`src/hdl/boot_resp_pkg.sv`:
```
// Purpose: Shared constants and carriers of the serial boot command responder
// Assumes: Byte-level receive and transmit are handled by the serial port logic outside
// Notes:   Group table lists start, size in halfwords and count, transmitted LSB first
`default_nettype none
package boot_resp_pkg;
    // Serial mode bytes and command codes
    localparam logic [7:0] MODE_UART    = 8'h86;
    localparam logic [7:0] MODE_IO      = 8'h30;
    localparam logic [7:0] CMD_INFO     = 8'h30;
    localparam logic [7:0] CMD_ERASE    = 8'h40;
    localparam logic [7:0] CODE_CONFIRM = 8'h54;
    localparam logic [7:0] ERASE_OK     = 8'h4F;
    localparam logic [7:0] ERASE_FAIL   = 8'h4C;
    localparam logic [3:0] NAK_BADCMD   = 4'h1;
    localparam logic [3:0] NAK_RXERR    = 4'h8;
    // Reply byte positions
    localparam logic [6:0] IDX_FIRST    = 7'h05;
    localparam logic [6:0] IDX_END_LO   = 7'h33;
    localparam logic [6:0] IDX_END_HI   = 7'h36;
    localparam logic [6:0] IDX_GROUP    = 7'h39;
    localparam logic [6:0] IDX_CHECK    = 7'h5D;
    localparam int         GROUP_BYTES  = 9;
    // Flash layout
    localparam logic [31:0] FLASH_END   = 32'h3F83_FFFF;
    localparam int          PAGE_WORDS  = 128;
    localparam logic [31:0] GRP_START [4] = '{32'h0000_0000, 32'h3F80_0000,
                                              32'h3F81_0000, 32'h3F82_0000};
    localparam logic [31:0] GRP_SIZE  [4] = '{32'h0000_2000, 32'h0000_4000,
                                              32'h0000_8000, 32'h0001_0000};
    localparam logic [7:0]  GRP_COUNT [4] = '{8'h00, 8'h02, 8'h01, 8'h03};
    // Received byte carrier
    typedef struct packed {
        logic       valid;
        logic       err;
        logic [7:0] data;
    } rx_byte_t;
    typedef enum logic [2:0] {
        ST_MODE  = 3'b000,
        ST_CMD   = 3'b001,
        ST_CONF  = 3'b010,
        ST_ERASE = 3'b011,
        ST_INFO  = 3'b100,
        ST_DEAD  = 3'b101
    } state_t;
endpackage
`default_nettype wire

```
`src/hdl/boot_serial_command_responder.sv`:
```
// Purpose: Command responder of the single-boot serial loader (product info tail, chip erase)
// Assumes: Receive/transmit bytes, errors and baud check come from logic on ref_clk
// Notes:   Reply bytes 5 to 50 and 55 to 56 are supplied by headByte one clock after headIdx_ff; bytes 51 to 54 carry FLASH_END
//
// Contract
// - Reply bytes 57-65 give 16K group: start 0, size 0x2000 LSB first, count 0.
// - Reply bytes 66-74 give 32K group: start 3F800000, size 0x4000, count 2.
// - Reply bytes 75-83 give 64K group: start 3F810000, size 0x8000, count 1.
// - Reply bytes 84-92 give 128K group: start 3F820000, size 0x10000, count 3.
// - Byte 93 is checksum of bytes 5-92, then wait for a command.
// - Report flash end 3F83FFFF; separate 128-word page feeds the product reply.
// - Echo mode byte; abort silently if UART baud rate cannot be set.
// - Command 40H requests chip erase; device acknowledges with 40H.
// - Bad command gives low nibble 1H, receive error 8H, then await command.
// - Clocked mode never checks receive errors nor sends error acknowledge.
// - Host confirms with 54H; device echoes it or sends negative acknowledge.
// - After erase send 4FH on success, 4CH on failure, then await command.
// - Erase clears all blocks and protection without password, then sets security flag only on success.
// - Negative acknowledge upper nibble repeats previous command's upper nibble.
`default_nettype none
module boot_serial_command_responder
    import boot_resp_pkg::*;
(
    input  wire logic       ref_clk,
    input  wire logic       reset,
    input  wire rx_byte_t   rxByte,
    input  wire logic       baudOk,
    input  wire logic       txReady,
    input  wire logic [7:0] headByte,
    input  wire logic       eraseDone,
    input  wire logic       eraseOk,
    output logic            txValid_ff,
    output logic      [7:0] txData_ff,
    output logic      [6:0] headIdx_ff,
    output logic            eraseReq_ff,
    output logic            ioMode_ff,
    output logic            aborted_ff,
    output logic            security_flag_ff
);
    state_t     state_ff;
    state_t     nxtState;
    logic [7:0] lastCmd_ff;
    logic [7:0] sum_ff;
    logic       phase_ff;
    logic [7:0] romData_ff;
    logic       doneSeen_ff;
    logic       doneOk_ff;

    group_table_rom u_rom (
        .ref_clk    (ref_clk),
        .byteIdx    (headIdx_ff),
        .romData_ff (romData_ff)
    );

    // Decoding of the received byte in the current state
    wire        txFree    = !txValid_ff || txReady;
    wire        rxTake    = rxByte.valid && txFree;
    wire        rxErrSeen = rxByte.err && !ioMode_ff;
    wire [7:0]  nakErr    = {lastCmd_ff[7:4], NAK_RXERR};
    wire [7:0]  nakBad    = {lastCmd_ff[7:4], NAK_BADCMD};
    wire        cmdErase  = rxByte.data == CMD_ERASE;
    wire        cmdInfo   = rxByte.data == CMD_INFO;
    wire        modeUart  = rxByte.data == MODE_UART;
    wire        modeIo    = rxByte.data == MODE_IO;
    wire        isEndByte = headIdx_ff >= IDX_END_LO && headIdx_ff <= IDX_END_HI;
    wire [1:0]  endSel    = 2'(headIdx_ff - IDX_END_LO);
    wire [7:0]  endByte   = FLASH_END[8*endSel +: 8];
    wire [7:0]  checkByte = 8'(~sum_ff + 8'h01);
    wire [7:0]  infoByte  = (headIdx_ff == IDX_CHECK) ? checkByte :
                            (headIdx_ff >= IDX_GROUP) ? romData_ff :
                            isEndByte ? endByte : headByte;
    wire        infoSend  = state_ff == ST_INFO && phase_ff && txFree;
    wire        infoLast  = headIdx_ff == IDX_CHECK;
    wire        modeStep  = state_ff == ST_MODE && rxTake && (modeUart || modeIo);
    wire        cmdStep   = state_ff == ST_CMD && rxTake;
    wire        confStep  = state_ff == ST_CONF && rxTake;
    wire        doneNow   = state_ff == ST_ERASE && (eraseDone || doneSeen_ff);
    wire        eraseRes  = eraseDone ? eraseOk : doneOk_ff;                  // Kept if stalled
    wire        eraseEnd  = doneNow && txFree;

    // Next state of the exchange
    always_comb begin
        nxtState = state_ff;
        case (state_ff)
            ST_MODE: begin
                if (modeStep) begin
                    nxtState = (modeUart && !baudOk) ? ST_DEAD : ST_CMD;
                end
            end
            ST_CMD: begin
                if (cmdStep && !rxErrSeen && cmdErase) begin
                    nxtState = ST_CONF;
                end else if (cmdStep && !rxErrSeen && cmdInfo) begin
                    nxtState = ST_INFO;
                end
            end
            ST_CONF: begin
                if (confStep) begin
                    nxtState = (!rxErrSeen && rxByte.data == CODE_CONFIRM) ? ST_ERASE : ST_CMD;
                end
            end
            ST_ERASE: begin
                if (eraseEnd) begin
                    nxtState = ST_CMD;
                end
            end
            ST_INFO: begin
                if (infoSend && infoLast) begin
                    nxtState = ST_CMD;
                end
            end
            ST_DEAD: nxtState = ST_DEAD;
            default: nxtState = ST_MODE;
        endcase
    end

    // Byte to transmit this cycle, if any
    logic       txLoad;
    logic [7:0] txNext;
    always_comb begin
        txLoad = 1'b0;
        txNext = 8'h00;
        if (modeStep && !(modeUart && !baudOk)) begin
            txLoad = 1'b1;
            txNext = rxByte.data;
        end else if (cmdStep) begin
            txLoad = 1'b1;
            txNext = rxErrSeen ? nakErr : (cmdErase || cmdInfo) ? rxByte.data : nakBad;
        end else if (confStep) begin
            txLoad = 1'b1;
            txNext = rxErrSeen ? nakErr :
                     (rxByte.data == CODE_CONFIRM) ? CODE_CONFIRM : nakBad;
        end else if (eraseEnd) begin
            txLoad = 1'b1;
            txNext = eraseRes ? ERASE_OK : ERASE_FAIL;
        end else if (infoSend) begin
            txLoad = 1'b1;
            txNext = infoByte;
        end
    end

    // State and transmit holding register
    always_ff @(posedge ref_clk) begin
        if (reset) begin
            state_ff   <= ST_MODE;
            txValid_ff <= 1'b0;
            txData_ff  <= 8'h00;
        end else begin
            state_ff <= nxtState;
            if (txLoad) begin
                txValid_ff <= 1'b1;
                txData_ff  <= txNext;
            end else if (txReady) begin
                txValid_ff <= 1'b0;
            end
        end
    end

    // Mode, abort flag and previous command register
    always_ff @(posedge ref_clk) begin
        if (reset) begin
            ioMode_ff  <= 1'b0;
            aborted_ff <= 1'b0;
            lastCmd_ff <= 8'h00;
        end else begin
            if (modeStep) begin
                ioMode_ff  <= modeIo;
                aborted_ff <= modeUart && !baudOk;
            end
            if (cmdStep && !rxErrSeen) begin
                lastCmd_ff <= rxByte.data;
            end
        end
    end

    // Product reply sequencing and running sum
    always_ff @(posedge ref_clk) begin
        if (reset) begin
            headIdx_ff <= IDX_FIRST;
            phase_ff   <= 1'b0;
            sum_ff     <= 8'h00;
        end else if (state_ff != ST_INFO) begin
            headIdx_ff <= IDX_FIRST;
            phase_ff   <= 1'b0;
            sum_ff     <= 8'h00;
        end else if (!phase_ff) begin
            phase_ff <= 1'b1;
        end else if (infoSend) begin
            phase_ff   <= 1'b0;
            headIdx_ff <= headIdx_ff + 7'h01;
            sum_ff     <= 8'(sum_ff + infoByte);
        end
    end

    // Erase request and security flag
    always_ff @(posedge ref_clk) begin
        if (reset) begin
            eraseReq_ff      <= 1'b0;
            security_flag_ff <= 1'b0;
        end else begin
            if (confStep && !rxErrSeen && rxByte.data == CODE_CONFIRM) begin
                eraseReq_ff <= 1'b1;
            end else if (eraseDone) begin
                eraseReq_ff <= 1'b0;
            end
            if (eraseEnd && eraseRes) begin
                security_flag_ff <= 1'b1;
            end
        end
    end

    // Done pulse kept while the previous byte still waits, so the result is never lost
    always_ff @(posedge ref_clk) begin
        if (reset || eraseEnd) begin
            doneSeen_ff <= 1'b0;
            doneOk_ff   <= 1'b0;
        end else if (state_ff == ST_ERASE && eraseDone) begin
            doneSeen_ff <= 1'b1;
            doneOk_ff   <= eraseOk;
        end
    end

    // Checks of the exchange
    property p_mode_echo;
        @(posedge ref_clk) disable iff (reset)
        modeStep && !(modeUart && !baudOk) |=> txValid_ff && txData_ff == $past(rxByte.data);
    endproperty
    a_mode_echo: assert property (p_mode_echo) else $error("mode byte not echoed");

    property p_abort_silent;
        @(posedge ref_clk) disable iff (reset)
        modeStep && modeUart && !baudOk |=> state_ff == ST_DEAD && !txValid_ff;
    endproperty
    a_abort_silent: assert property (p_abort_silent) else $error("abort not silent");

    property p_erase_ack;
        @(posedge ref_clk) disable iff (reset)
        cmdStep && !rxErrSeen && cmdErase |=> txData_ff == CMD_ERASE && state_ff == ST_CONF;
    endproperty
    a_erase_ack: assert property (p_erase_ack) else $error("erase ack wrong");

    property p_bad_cmd;
        @(posedge ref_clk) disable iff (reset)
        cmdStep && !rxErrSeen && !cmdErase && !cmdInfo
        |=> txData_ff == {$past(lastCmd_ff[7:4]), NAK_BADCMD} && state_ff == ST_CMD;
    endproperty
    a_bad_cmd: assert property (p_bad_cmd) else $error("bad command nak wrong");

    property p_no_err_ack_io;
        @(posedge ref_clk) disable iff (reset)
        ioMode_ff && (cmdStep || confStep) |-> txNext[3:0] != NAK_RXERR;
    endproperty
    a_no_err_ack_io: assert property (p_no_err_ack_io) else $error("error ack in io mode");

    property p_confirm_echo;
        @(posedge ref_clk) disable iff (reset)
        confStep && !rxErrSeen && rxByte.data == CODE_CONFIRM
        |=> txData_ff == CODE_CONFIRM ##1 eraseReq_ff;
    endproperty
    a_confirm_echo: assert property (p_confirm_echo) else $error("confirm not echoed");

    property p_erase_result;
        @(posedge ref_clk) disable iff (reset)
        eraseEnd |=> txData_ff == ($past(eraseRes) ? ERASE_OK : ERASE_FAIL) && state_ff == ST_CMD;
    endproperty
    a_erase_result: assert property (p_erase_result) else $error("erase result wrong");

    property p_secure_set;
        @(posedge ref_clk) disable iff (reset)
        eraseEnd && eraseRes |=> security_flag_ff;
    endproperty
    a_secure_set: assert property (p_secure_set) else $error("security flag not set");

    property p_checksum;
        @(posedge ref_clk) disable iff (reset)
        infoSend && infoLast |-> 8'(sum_ff + txNext) == 8'h00 ##1 state_ff == ST_CMD;
    endproperty
    a_checksum: assert property (p_checksum) else $error("checksum wrong");
endmodule
`default_nettype wire

```
`src/hdl/group_table_rom.sv`:
```
// Purpose: Registered lookup of reply bytes 57 to 92, the flash block group table
// Assumes: Index is the 1-based reply byte number
// Notes:   Data appears one clock after the index
`default_nettype none
module group_table_rom
    import boot_resp_pkg::*;
(
    input  wire logic       ref_clk,
    input  wire logic [6:0] byteIdx,
    output logic      [7:0] romData_ff
);
    wire  [6:0] relIdx  = byteIdx - IDX_GROUP;
    wire  [1:0] grpSel  = 2'(relIdx / 7'(GROUP_BYTES));
    wire  [3:0] grpByte = 4'(relIdx % 7'(GROUP_BYTES));
    logic [7:0] nxt_romData;

    // Start (4 bytes), size (4 bytes), count, each word LSB first
    always_comb begin
        nxt_romData = 8'h00;
        if (grpByte < 4'h4) begin
            nxt_romData = GRP_START[grpSel][8*grpByte[1:0] +: 8];
        end else if (grpByte < 4'h8) begin
            nxt_romData = GRP_SIZE[grpSel][8*grpByte[1:0] +: 8];
        end else begin
            nxt_romData = GRP_COUNT[grpSel];
        end
    end

    always_ff @(posedge ref_clk) begin
        romData_ff <= nxt_romData;
    end
endmodule
`default_nettype wire

```
`config.mk`:
```
export PLATFORM = sky130hd
export DESIGN_NAME = boot_serial_command_responder
export DESIGN_NICKNAME = d
export VERILOG_FILES = /design/src/hdl/boot_resp_pkg.sv /design/src/hdl/boot_serial_command_responder.sv /design/src/hdl/group_table_rom.sv
export SDC_FILE = /design/constraint.sdc
export NUM_CORES = 1
export LEC_CHECK = 0
export BUFFER_PORTS_ARGS = -buffer_cell sky130_fd_sc_hd__buf_2
export CAP_MARGIN = 0
export CORE_ASPECT_RATIO = 0.7
export CORE_MARGIN = 4
export CORE_UTILIZATION = 56
export CTS_CLUSTER_SIZE = 24
export DETAILED_ROUTE_END_ITERATION = 12
export GPL_TIMING_DRIVEN = 0
export PLACE_DENSITY_LB_ADDON = 0.05
export REMOVE_ABC_BUFFERS = 1
export SKIP_LAST_GASP = 1
export SYNTH_ARGS = -nofsm -noshare
export SYNTH_HDL_FRONTEND = slang
export SYNTH_SLANG_ARGS = --single-unit
```
`constraint.sdc`:
```
create_clock -name ref_clk -period 5.4 [get_ports ref_clk]
set_input_delay 1.08 -clock ref_clk [delete_from_list [all_inputs] [get_ports ref_clk]]
set_output_delay 1.08 -clock ref_clk [all_outputs]
set_load 0.005 [all_outputs]
```
* Word-level counts from Yosys, hierarchy flattened
Cells that the tools add are included.
** Operators by class
- Bitwise operators :: 2
- Muxes and demuxes :: 45
- Shift-type cells :: 3
- Add/sub/neg operators :: 5
- Reduce and logical (&&, ||, !) cells :: 38
- Eq/ne operators :: 16
- Div/mod/pow operators :: 2
- $lt $le $gt $ge :: 6
** Operators by type and width (number)
- $bmux W32 S2 :: 2
- $mux W32 :: 4
- $mux W8 :: 16
- $shiftx A32 B6 Y8 :: 2
- $shiftx A32 B6 Y8 const A :: 1
- $logic_and A1 B1 Y1 :: 22
- $mux W3 :: 7
- $pmux W3 S6 :: 1
- $bmux W8 S2 :: 1
- $eq A8 B7 Y1 const B :: 2
- $ge A7 B6 Y1 const B :: 2
- $mux W1 :: 12
- $add A8 B1 Y8 const B :: 1
- $add A8 B8 Y8 :: 1
- $eq A8 B6 Y1 const B :: 1
- $eq A8 B8 Y1 const B :: 1
- $not A8 Y8 :: 1
- $add A7 B1 Y7 const B :: 1
- $div A7 B4 Y7 const B :: 1
- $eq A7 B7 Y1 const B :: 1
- $le A7 B6 Y1 const B :: 1
- $mod A7 B4 Y7 const B :: 1
- $sub A7 B6 Y7 const B :: 1
- $eq A3 B2 Y1 const B :: 2
- 19 further kinds :: 32
** Word-level totals
- Logic and storage cells :: 131
- Flip-flop bits (word level) :: 50
- Input bits :: 24
- Output and inout bits :: 20

* Logic depth before layout (Yosys ltp)
Gate-level depths: netlist of the first run.
- Depth after elaboration :: 10
- Gate-level depth with buffers :: 19

* Hierarchy
From an unflattened synthesis of the first run, not the netlist that was laid out.
** Second synthesis, totals
- Cells, all modules :: 507
- Area total of the unflattened synthesis :: 3900.0 um^2
** Modules (own cells, without submodules)
- boot_serial_command_responder :: area each 2728.9 um^2, sequential area each 760.7 um^2, instances 1, cells an instance 364
- group_table_rom :: area each 1171.1 um^2, sequential area each 120.1 um^2, instances 1, cells an instance 143

* Worst setup path after synthesis of the first run
OpenSTA, ideal clock, no wires.
- Kind :: register to register
- From :: register headIdx_ff[0]
- To :: register u_rom.romData_ff[1]
- Buffers on the path :: 2
- Cell stages (with the launch flop) :: 16
- Setup time :: 134 ps
- Data arrival time :: 3795 ps
- Path slack :: 1471 ps
- Cells stage by stage :: dfxtp_1 -> clkbuf_1 -> inv_1 -> ha_1 -> nor2b_2 -> or3_1 -> buf_1 -> a211oi_1 -> o21ai_0 -> and3b_1 -> ha_1 -> nor2b_1 -> o21ai_0 -> o21ai_0 -> nor4b_1 -> or4_1
** Between the ends
- Longest elaborated chain between the ends :: 9
** RTL lines
- start: declaration :: line boot_serial_command_responder.sv:34 : output logic [6:0] headIdx_ff,
- start signal: assignment :: line boot_serial_command_responder.sv:190 : headIdx_ff <= headIdx_ff + 7'h01;
- $sub A7 B6 Y7 * :: line group_table_rom.sv:12 : wire [6:0] relIdx = byteIdx - IDX_GROUP;
- $div A7 B4 Y7 :: line group_table_rom.sv:13 : wire [1:0] grpSel = 2'(relIdx / 7'(GROUP_BYTES));
- $not A2 Y3 (not written as such) :: line group_table_rom.sv:21, group_table_rom.sv:23, group_table_rom.sv:25
- $bmux W32 S2 :: line group_table_rom.sv:23 : nxt_romData = GRP_SIZE[grpSel][8*grpByte[1:0] +: 8];
- $mux W32 (not written as such) (2 in series) :: line group_table_rom.sv:23
- $shiftx A32 B6 Y8 :: line group_table_rom.sv:23
- $mux W8 :: line group_table_rom.sv:22 : end else if (grpByte < 4'h8) begin
- $mux W8 * :: line group_table_rom.sv:20 : if (grpByte < 4'h4) begin
- net u_rom.nxt_romData[1] :: line group_table_rom.sv:15 : logic [7:0] nxt_romData;
- end signal: assignment :: line group_table_rom.sv:30 : romData_ff <= nxt_romData;
- end: declaration :: line group_table_rom.sv:10 : output logic [7:0] romData_ff
Mark *: on every way through the listed nets, which the timed path passes. The rest lies on a longest branch. The select of a mux whose other input is x is not followed.
A chain may end at the register's enable or synchronous reset.

* Final worst setup path of the first run
Same ends and word-level chain as after synthesis.

==> results of run 1 <==
-- power groups by stage --
stage	clock network [µW]	logic, µW	registers [µW]
after detailed placement	0	34.4	332
final	215	35.1	325
after CTS	218	34.6	324
after floorplan	0	15.7	332
after global routing	232	39.2	325
after global placement	0	33.5	332
-- cells in the mapped netlist (7+ instances only) --
cell | count | area share [%]
mux2i_1 | 9 | 2.7
a21oi_1 | 34 | 5.1
inv_1 | 17 | 1.9
nand3_1 | 9 | 1.3
clkbuf_1 | 10 | 1.1
nand2_1 | 50 | 5.6
or3_1 | 8 | 1.5
a211oi_1 | 8 | 1.8
a22o_1 | 7 | 1.8
nor3_1 | 11 | 1.6
o21ai_0 | 27 | 4.0
dfxtp_1 | 44 | 26
ha_1 | 17 | 6.3
nand4_1 | 9 | 1.7
nor2_1 | 44 | 4.9
xnor2_1 | 9 | 2.3
xor2_1 | 9 | 2.3
-- layout make-up --
type / count / area [µm²] / area share [%]
clock buffer: 6 / 82.58 / 2.262
clock inverter: 2 / 10.01 / 0.2742
inverter: 17 / 63.81 / 1.748
multi-input combinational: 352 / 2305 / 63.13
sequential: 44 / 880.8 / 24.13
tap: 75 / 93.84 / 2.570
timing repair buffer: 43 / 215.2 / 5.894
-- worst max-delay path by stage --
stage | start | endpoint | slack (ns)
3_5_place_dp | headIdx_ff[0] | u_rom.romData_ff[1] | 0.55
3_3_place_gp | headIdx_ff[0] | u_rom.romData_ff[1] | 0.62
5_1_grt | headIdx_ff[0] | u_rom.romData_ff[1] | 0.15
6_report | headIdx_ff[0] | u_rom.romData_ff[1] | 0.50
4_1_cts | headIdx_ff[0] | u_rom.romData_ff[1] | 0.54
2_1_floorplan | headIdx_ff[0] | u_rom.romData_ff[1] | 1.37
-- sequential cells by signal (all words and copies together) (netlist names) --
name	count
aborted_ff	1
doneOk_ff	1
doneSeen_ff	1
eraseReq_ff	1
headIdx_ff	7
ioMode_ff	1
lastCmd_ff	4
phase_ff	1
security_flag_ff	1
state_ff	3
sum_ff	8
txData_ff	8
txValid_ff	1
u_rom.romData_ff	6
-- worst max-delay path, delay by kind of cell, from the launching register on --
| kind | cells | cell delay [ns] |
|---|---|---|
| buffers and inverters | 1 | 0.35 |
| flip-flops | 1 | 0.83 |
| multiplexers | 1 | 0.34 |
| XOR/XNOR | 2 | 1.23 |
| adder cells (fa/ha/maj) | 1 | 0.36 |
| AND/OR/NAND/NOR | 3 | 0.92 |
| AO/OA/AOI/OAI | 3 | 0.72 |
-- routing by layer --
metal	vias up	share of wire, %	routed length, µm	GRT usage [%]
met5	-	0	0	0
met4	0	0.49	43	3.587
met3	5	8.3	723	4.489
met2	132	38	3317	31.51
met1	1574	53	4667	41.18
li1	1654	-	-	-
-- kinds of logic (layout without fill, tap and decap cells) --
kind of cell,after synthesis,in the layout,synth area share (%)
fa+ha+maj,18,18,6.917
compound gates,127,127,26.59
simple gates,179,179,27.18
flops,44,44,26.18
xor+xnor,18,18,4.686
buf+inv,38,68,5.318
mux,10,10,3.124
-- metrics by stage --
stage	instances	power [µW]	setup WS, ns	hold slack [ns]
floorplan	413	347.9	1.371	0.4251
global placement	531	365.7	0.6164	0.4387
detailed placement	531	366.6	0.5547	0.4573
CTS	539	577.0	0.5398	0.4715
global route	539	596.1	0.1456	0.4879
finish	539	574.8	0.4986	0.4709
==> out/results.ini, run 1 <==
[status]
status = finished clean

[routing]
via_per_inst = 6.243
ant_nets = 0
route.detailed.drc = 0
vias = 3365
first_pass_iters = 5
totalWireLength_um = 8752
drtIter0Drc = 266
wl_per_cell_um = 16.24

[die]
die_h_um = 72.85
fp.dieW_um = 100.6
row_count = 23
start_util_pct = 58.17
num_io_pins = 44
core_um2 = 5784
die_area_um2 = 7332

[global_routing]
antenna_found_initial = 0
grt_pass1_wl_um = 14490
grt.total_usage_pct = 24.40
grt_max_degree = 26
first_global_vias = 2884
gr-total-overflow = 0

[setup_path]
crit_path_start_kind = register
rr_startpoint = headIdx_ff[0]
required_ns = 5.58
worst-setup-path-type = register to register
cpPeakStageDelay_ns = 0.83
rrSetupSlack_ns = 0.50
slowest_stage = dfxtp_1
r2r_cells = 11
arrival_ns = 5.08
worst-path-max-fanout = 20
crit_path_cell_trace = inv_1 > ha_1 > xnor2_1 > a2111o_1 > nand4_1 > mux2_4 > a311oi_4 > o21ai_2 > xor2_1 > nor4b_1 > or4_1
r2r-end = u_rom.romData_ff[1]
end_kind = register

[clock_tree]
root_buffer = clkbuf_8
numCtsBuffers = 5
cts.path.max_buffers = 2
post_cts_buffers = 0
htree_levels = 2
cts_hold_buf = 0
clk_pin_slew_ns = 0.09
clock_latency_ns = 0.30
cts_tree = built
cts.sinks = 44
cts_resized = 0

[finish]
fill_cells = 537
num_antenna_cells = 0
drive_above_1_share_pct = 15.09
utilization_pct = 63.12
num-nets-final = 505
final_cell_mix = 50 x nand2_1, 44 x nor2_1, 44 x dfxtp_1, 43 x buf_2, 34 x a21oi_1
syn_to_final_growth_pct = 8.516
finalInstanceArea_um2 = 3651
final_common_cell = nand2_1

[timing]
layout_min_cycle_time_ns = 4.901
setup_violations = 0
period_share_pct = 90.77
tns_ns = 0
rsz0062_at_grt = false
tightest_slew_ns = 1.179
fmax_mhz = 204.0
drv_slew = 0
worst_slew_margin_rel_pct = 20.81
hold_viol = 0
finClkSkew_ns = 0.007145

[hold_path]
hp-start = eraseReq_ff
hold_end = eraseReq_ff
hp-class = register to register
whs_path_depth = 2

[place]
post-dp-hpwl_um = 6651
port_buffers = 43
place_area_um2 = 3558
gp_congestion = 0.8433

[pwr]
pwr-share-seq_pct = 56.5
swShare_pct = 23.28
p_switching_uw = 133.8
p_int_uw = 441.0
p_leak_uw = 0.001517
clkPwrFrac_pct = 37.4
combPwrFrac_pct = 6.1
ir_drop_mv = 0.08550
power_density_nw_per_um2 = 157.4

[synth]
yosysSeqAreaShare_pct = 26.18
synth-main-ff-cell = dfxtp_1
synth-edff-count = 0
syn-cell-area_um2 = 3364
synthCells = 434
synth-async-reset-ratio_pct = 0
ys_types = 73
synth.avg_cell_area_um2 = 7.752
yosysWarnings = 0
yosys_register_bits = 44

[flow_run]
drv_cap = 0

No activity file was read; power rests on OpenSTA's default activity.
==> inputs of run 2 (changes only) <==
--- a/config.mk
+++ b/config.mk
@@ -18,4 +18,5 @@
 export SKIP_LAST_GASP = 1
 export SYNTH_ARGS = -nofsm -noshare
 export SYNTH_HDL_FRONTEND = slang
+export SYNTH_HIERARCHICAL = 1
 export SYNTH_SLANG_ARGS = --single-unit
==> run 2 against run 1 <==
  * Register-to-register slack improved by 0.13 ns
  * Final cell count is 16% higher
  * Critical path depth increased by 5
  * Synthesized area grew 16%
  * Worst hold slack got worse by 0.018 ns
  * Clock power grew 3%
  * Synthesized cell count grew 17%
  * Design area is 14% higher
  * Critical endpoint is now u_rom/romData_ff[6]
  * Combinational power grew 20%
  * Die area up 14%
  * Critical path type unchanged
  * Global-route usage increased by 0.76 points
  * Sequential share of layout area fell by 2.9 points
==> out/results.ini, run 2 <==
[status]
status = finished clean  ; unchanged

[clock_tree]
post_cts_buffers = 0  ; unchanged
root_buffer = clkbuf_8  ; unchanged
clk_pin_slew_ns = 0.09  ; about the same
htree_levels = 2  ; unchanged
cts.sinks = 44  ; unchanged
cts_resized = 0  ; unchanged
cts_hold_buf = 0  ; unchanged
clock_latency_ns = 0.29  ; was 0.30 ns
cts.path.max_buffers = 2  ; unchanged
numCtsBuffers = 5  ; unchanged
cts_tree = built  ; unchanged

[timing]
layout_min_cycle_time_ns = 4.768  ; was 4.901 ns
worst_slew_margin_rel_pct = 42.94  ; was 20.81%
setup_violations = 0  ; unchanged
tns_ns = 0  ; unchanged
tightest_slew_ns = 0.8481  ; was 1.179 ns
fmax_mhz = 209.7  ; was 204.0 MHz
period_share_pct = 88.30  ; was 90.77%
finClkSkew_ns = 0.004273  ; was 0.007145 ns
drv_slew = 0  ; unchanged
hold_viol = 0  ; unchanged
rsz0062_at_grt = false  ; unchanged

[die]
num_io_pins = 44  ; unchanged
row_count = 25  ; was 23
fp.dieW_um = 107.7  ; was 100.6 µm
start_util_pct = 57.72  ; was 58.17%
core_um2 = 6756  ; was 5784 µm²
die_h_um = 77.82  ; was 72.85 µm
die_area_um2 = 8385  ; was 7332 µm²

[global_routing]
first_global_vias = 3474  ; was 2,884
grt_max_degree = 23  ; was 26
gr-total-overflow = 0  ; unchanged
antenna_found_initial = 0  ; unchanged
grt_pass1_wl_um = 17400  ; was 14,490 µm
grt.total_usage_pct = 25.16  ; was 24.40%

[finish]
reg_top3 = sum_ff: 8 flops, txData_ff: 8 flops, headIdx_ff: 7 flops  ; unchanged
final_cell_mix = 56 x nand2_1, 50 x nor2_1, 46 x a21oi_1, 44 x dfxtp_1, 43 x buf_2  ; was 50 x nand2_1, 44 x nor2_1, 44 x dfxtp_1, 43 x buf_2, 34 x a21oi_1
num-nets-final = 575  ; was 505
finalInstanceArea_um2 = 4148  ; was 3651 µm²
num_antenna_cells = 0  ; unchanged
drive_above_1_share_pct = 17.26  ; was 15.09%
syn_to_final_growth_pct = 6.352  ; was 8.516%
utilization_pct = 61.39  ; was 63.12%
finalNonFillerCells = 627  ; was 539
final_common_cell = nand2_1  ; unchanged

[pwr]
total_power_uw = 587.9  ; was 574.8 µW
ir_drop_mv = 0.09511  ; was 0.08550 mV
p_leak_uw = 0.001633  ; was 0.001517 µW
power_density_nw_per_um2 = 141.7  ; was 157.4 nW/µm²

[synth]
yosys_register_bits = 44  ; unchanged
syn-cell-area_um2 = 3900  ; was 3364 µm²
synth_area_leaders = dfxtp_1 23%, a21oi_1 5.9%, ha_1 5.8%, nand2_1 5.4%, nor2_1 4.8%  ; was dfxtp_1 26%, ha_1 6.3%, nand2_1 5.6%, a21oi_1 5.1%, nor2_1 4.9%
yosysWarnings = 6  ; was 0
yosysSeqAreaShare_pct = 22.59  ; was 26.18%
synthCells = 507  ; was 434
synth-edff-count = 0  ; unchanged
yosys.area.top_type = dfxtp_1  ; unchanged
synth-main-ff-cell = dfxtp_1  ; unchanged
synth-async-reset-ratio_pct = 0  ; unchanged
ys_top_cells_by_count = 56 x nand2_1, 50 x nor2_1, 46 x a21oi_1  ; was 50 x nand2_1, 44 x dfxtp_1, 44 x nor2_1
synth.avg_cell_area_um2 = 7.692  ; was 7.752 µm²
ys_types = 97  ; was 73
netlist.area_leader.share_pct = 22.59  ; was 26.18%
yosysMostFrequentCell = nand2_1  ; unchanged

[routing]
totalWireLength_um = 10430  ; was 8752 µm
wl_per_cell_um = 16.64  ; was 16.24 µm
via_per_inst = 6.258  ; was 6.243
drtIter0Drc = 277  ; was 266
route.detailed.drc = 0  ; unchanged
vias = 3924  ; was 3,365
first_pass_iters = 5  ; unchanged
ant_nets = 0  ; unchanged

[setup_path]
crit_path_start_kind = register  ; unchanged
rrSetupSlack_ns = 0.63  ; was 0.50 ns
worst-path-max-fanout = 20  ; unchanged
arrival_ns = 4.98  ; was 5.08 ns
required_ns = 5.62  ; was 5.58 ns
worst-setup-path-type = register to register  ; unchanged
end_kind = register  ; unchanged

[place]
post-dp-hpwl_um = 7863  ; was 6651 µm
gp_congestion = 0.8935  ; was 0.8433
dpl.cell_count = 619  ; was 531
port_buffers = 43  ; unchanged
place_area_um2 = 4054  ; was 3558 µm²

[hold_path]
hp-class = register to register  ; unchanged

[flow_run]
drv_cap = 0  ; unchanged

-- run 2: worst paths after layout --
kind                    start                   to  cells after the start
min          security_flag_ff     security_flag_ff                      2
min reg2reg  security_flag_ff     security_flag_ff                      2
max reg2reg     headIdx_ff[0]  u_rom/romData_ff[6]                     16
max             headIdx_ff[0]  u_rom/romData_ff[6]                     16
-- run 2: power breakdown --
part           internal (µW)  switching (µW)  leakage, µW
Combinational           18.0            24.1      0.00123
Sequential               324           0.290     0.000354
Clock                    104             117    0.0000445
-- run 2: layout make-up --
class	instances	area, µm²
clock buffers	7	86.33
clock inverters	1	7.507
fillers	649	2609
inverters	19	71.32
multi-input cells	419	2769
flip-flops and latches	44	880.8
well taps	94	117.6
repair buffers	43	215.2
-- run 2: worst max-delay path: stages (launching register included) --
cell	delay, ns
dfxtp_1	0.88
inv_1	0.27
ha_1	0.40
nor2b_1	0.28
or3_2	0.51
and2_2	0.23
nand3_1	0.09
and3_4	0.23
inv_1	0.09
ha_1	0.19
a21boi_0	0.17
a31oi_1	0.12
nor2_2	0.31
a31oi_1	0.14
o2bb2ai_1	0.31
nor3b_2	0.24
nor4b_2	0.20
-- run 2: cells by family (layout without fill, tap and decap cells) --
family	count (synthesis)	after routing	synth area share, %
AO/OA/AOI/OAI	152	152	27.37
XOR/XNOR	18	18	4.524
adder cells (fa/ha/maj)	19	19	6.288
buffers and inverters	44	70	6.416
flip-flops	44	44	22.59
multiplexers	10	10	2.759
AND/OR/NAND/NOR	220	220	30.06
-- run 2: per-layer routing --
layer  global-route usage [%]  wire length (µm)  vias to the layer above
met5                        0                 0                        -
met4                    3.405                38                        0
met3                    4.821               735                        6
met2                    34.06              4247                      132
met1                    41.08              5411                     1863
li1                         -                 -                     1923
-- run 2: stage by stage --
stage                     hold slack [ns]  worst slack, ns
final                              0.4525           0.6321
after detailed placement           0.4394           0.7959
after global placement             0.4337           0.9092
after CTS                          0.4557           0.7569
after global routing               0.4877           0.3303
after floorplan                    0.4360            1.507
==> inputs of run 3 (changes only) <==
--- a/config.mk
+++ b/config.mk
@@ -9,7 +9,7 @@
 export CAP_MARGIN = 0
 export CORE_ASPECT_RATIO = 0.7
 export CORE_MARGIN = 4
-export CORE_UTILIZATION = 56
+export CORE_UTILIZATION = 35
 export CTS_CLUSTER_SIZE = 24
 export DETAILED_ROUTE_END_ITERATION = 12
 export GPL_TIMING_DRIVEN = 0
==> run 3 against run 2 <==
  * Final cell count rose by 8.6%
  * Maximum frequency fell by 0.96%
  * Non-clock buffer count did not move
  * Die area rose by 54%
  * Count of clock-buffer cells in the layout did not move
  * Global-route usage fell by 7.4 points
  * Critical path depth did not move
  * Sequential cell count did not move
  * Highest routed layer unchanged
  * Worst hold slack got worse by 0.011 ns
  * Combinational power rose by 4%
  * Core utilization fell by 21 points
  * Setup slack got worse by 0.046 ns
==> out/results.ini, run 3 (same netlist as run 2, synthesis figures left out) <==
[timing]
final.setup.worst_slack_ns = 0.5857  ; was 0.6321 ns
rsz0062_at_grt = false  ; unchanged
period_share_pct = 89.15  ; was 88.30%
tightest_slew_ns = 1.002  ; was 0.8481 ns
setup_violations = 0  ; unchanged
finClkSkew_ns = 0.01288  ; was 0.004273 ns
fmax_mhz = 207.7  ; was 209.7 MHz
worst_slew_margin_rel_pct = 32.60  ; was 42.94%
hold_viol = 0  ; unchanged
layout_min_cycle_time_ns = 4.814  ; was 4.768 ns
drv_slew = 0  ; unchanged
tns_ns = 0  ; unchanged

[finish]
fill_cells = 1108  ; was 649
final_common_cell = nand2_1  ; unchanged
final_cell_mix = 56 x nand2_1, 50 x nor2_1, 46 x a21oi_1, 44 x dfxtp_1, 43 x buf_2  ; unchanged
reg_top3 = sum_ff: 8 flops, txData_ff: 8 flops, headIdx_ff: 7 flops  ; unchanged
syn_to_final_growth_pct = 9.528  ; was 6.352%
num_antenna_cells = 0  ; unchanged
drive_above_1_share_pct = 17.26  ; unchanged
multi_input_area_um2 = 2769  ; unchanged
regArea_um2 = 880.8  ; unchanged
num-nets-final = 575  ; unchanged

[setup_path]
cpPeakStageDelay_ns = 0.88  ; about the same
crit_path_start_kind = register  ; unchanged
slowest_stage = dfxtp_1  ; unchanged
rr_startpoint = headIdx_ff[0]  ; unchanged
worst-path-max-fanout = 20  ; unchanged
r2r-end = u_rom/romData_ff[6]  ; unchanged
rrSetupSlack_ns = 0.59  ; was 0.63 ns
crit_path_cell_trace = inv_1 > ha_1 > xor2_1 > o2111ai_1 > and2b_2 > o21ai_0 > and3_4 > inv_1 > ha_1 > a21boi_0 > a31oi_1 > nor2_2 > a31oi_1 > o2bb2ai_1 > nor3b_2 > nor4b_2  ; was inv_1 > ha_1 > nor2b_1 > or3_2 > and2_2 > nand3_1 > and3_4 > inv_1 > ha_1 > a21boi_0 > a31oi_1 > nor2_2 > a31oi_1 > o2bb2ai_1 > nor3b_2 > nor4b_2
required_ns = 5.58  ; was 5.62 ns
r2r_cells = 16  ; unchanged
arrival_ns = 5.00  ; was 4.98 ns
worst-setup-path-type = register to register  ; unchanged
end_kind = register  ; unchanged

[routing]
ant_nets = 0  ; unchanged
vias = 3782  ; was 3,924
drtIter0Drc = 248  ; was 277
wl_per_cell_um = 16.59  ; was 16.64 µm
via_per_inst = 5.554  ; was 6.258
totalWireLength_um = 11300  ; was 10,430 µm
route.detailed.drc = 0  ; unchanged
first_pass_iters = 5  ; unchanged

[clock_tree]
root_buffer = clkbuf_16  ; was clkbuf_8
cts_hold_buf = 0  ; unchanged
cts_tree = built  ; unchanged
clk_pin_slew_ns = 0.07  ; was 0.09 ns
cts.path.max_buffers = 2  ; unchanged
post_cts_buffers = 0  ; unchanged
numCtsBuffers = 5  ; unchanged
clock_latency_ns = 0.30  ; was 0.29 ns
cts_resized = 0  ; unchanged
htree_levels = 2  ; unchanged
cts.sinks = 44  ; unchanged

[global_routing]
grt_pass1_wl_um = 18460  ; was 17,400 µm
antenna_found_initial = 0  ; unchanged
grt_max_degree = 23  ; unchanged
first_global_vias = 3448  ; was 3,474
grt.total_usage_pct = 17.74  ; was 25.16%
gr-total-overflow = 0  ; unchanged

[place]
dp_slack_ns = 0.6455  ; was 0.7959 ns
port_buffers = 43  ; unchanged
gp_congestion = 0.8769  ; was 0.8935
post-dp-hpwl_um = 8649  ; was 7863 µm

[pwr]
total_power_uw = 688.3  ; was 587.9 µW
power_density_nw_per_um2 = 161.1  ; was 141.7 nW/µm²
ir_drop_mv = 0.09533  ; was 0.09511 mV
p_leak_uw = 0.001659  ; was 0.001633 µW

[hold_path]
hold_end = security_flag_ff  ; unchanged
whs_path_depth = 2  ; unchanged
hp-start = security_flag_ff  ; unchanged
hp-class = register to register  ; unchanged

[die]
core_um2 = 10590  ; was 6756 µm²
die_h_um = 96.32  ; was 77.82 µm
fp.dieW_um = 134.2  ; was 107.7 µm
num_io_pins = 44  ; unchanged
row_count = 31  ; was 25
start_util_pct = 36.83  ; was 57.72%
die_area_um2 = 12920  ; was 8385 µm²

[status]
status = finished clean  ; unchanged

[flow_run]
drv_cap = 0  ; unchanged

run 3: cell count changes in the layout (fill, tap and decap cells not counted):
cell	change
clkbuf_8	-5
clkbuf_16	+5
run 3: critical path, delay by kind of cell (launching register included):
kind	cells	cell delay, ns
buffers and inverters	2	0.36
adders and majority gates	2	0.58
and+or+nand+nor	5	1.31
AOI/OAI and AO/OA	6	1.11
xor gates and xnor gates	1	0.45
DFF	1	0.88
run 3: layout make-up:
cell class	count	area share (%)
Clock buffer	7	3.339
Multi-Input combinational cell	419	64.82
Tap cell	148	4.335
Sequential cell	44	20.62
Clock inverter	1	0.1757
Inverter	19	1.670
Timing Repair Buffer	43	5.038
run 3: power breakdown:
group	internal [µW]	switching (µW)	leakage [µW]	total [µW]
Combinational	17.9	25.7	0.00123	43.6
Sequential	325	0.309	0.000354	325
Clock	185	135	0.0000701	320
Total	527	161	0.00166	688
run 3: worst max-delay path by stage:
stage / startpoint / slack [ns] / end
after global placement: headIdx_ff[0] / 0.71 / u_rom/romData_ff[6]
after global routing: headIdx_ff[0] / 0.09 / u_rom/romData_ff[6]
after floorplan: headIdx_ff[0] / 1.51 / u_rom/romData_ff[6]
final: headIdx_ff[0] / 0.59 / u_rom/romData_ff[6]
after detailed placement: headIdx_ff[0] / 0.65 / u_rom/romData_ff[6]
after CTS: headIdx_ff[0] / 0.61 / u_rom/romData_ff[6]
run 3: through the flow:
stage | cell area (µm²) | utilization (%) | std cells | hold WS, ns
after CTS | 4272 | 40.34 | 681 | 0.4464
final | 4272 | 40.34 | 681 | 0.4417
after floorplan | 3721 | - | 482 | 0.4360
after global placement | 4121 | 38.92 | 673 | 0.4394
after global routing | 4272 | 40.34 | 681 | 0.4964
after detailed placement | 4121 | 38.92 | 673 | 0.4364
run 3: routing by layer:
layer / up-vias / global-route usage [%] / routed length [µm]
met5: - / 0 / 0
met4: 0 / 2.712 / 60
met3: 8 / 3.553 / 607
met2: 92 / 25.42 / 4527
met1: 1762 / 27.46 / 6104
li1: 1920 / - / -
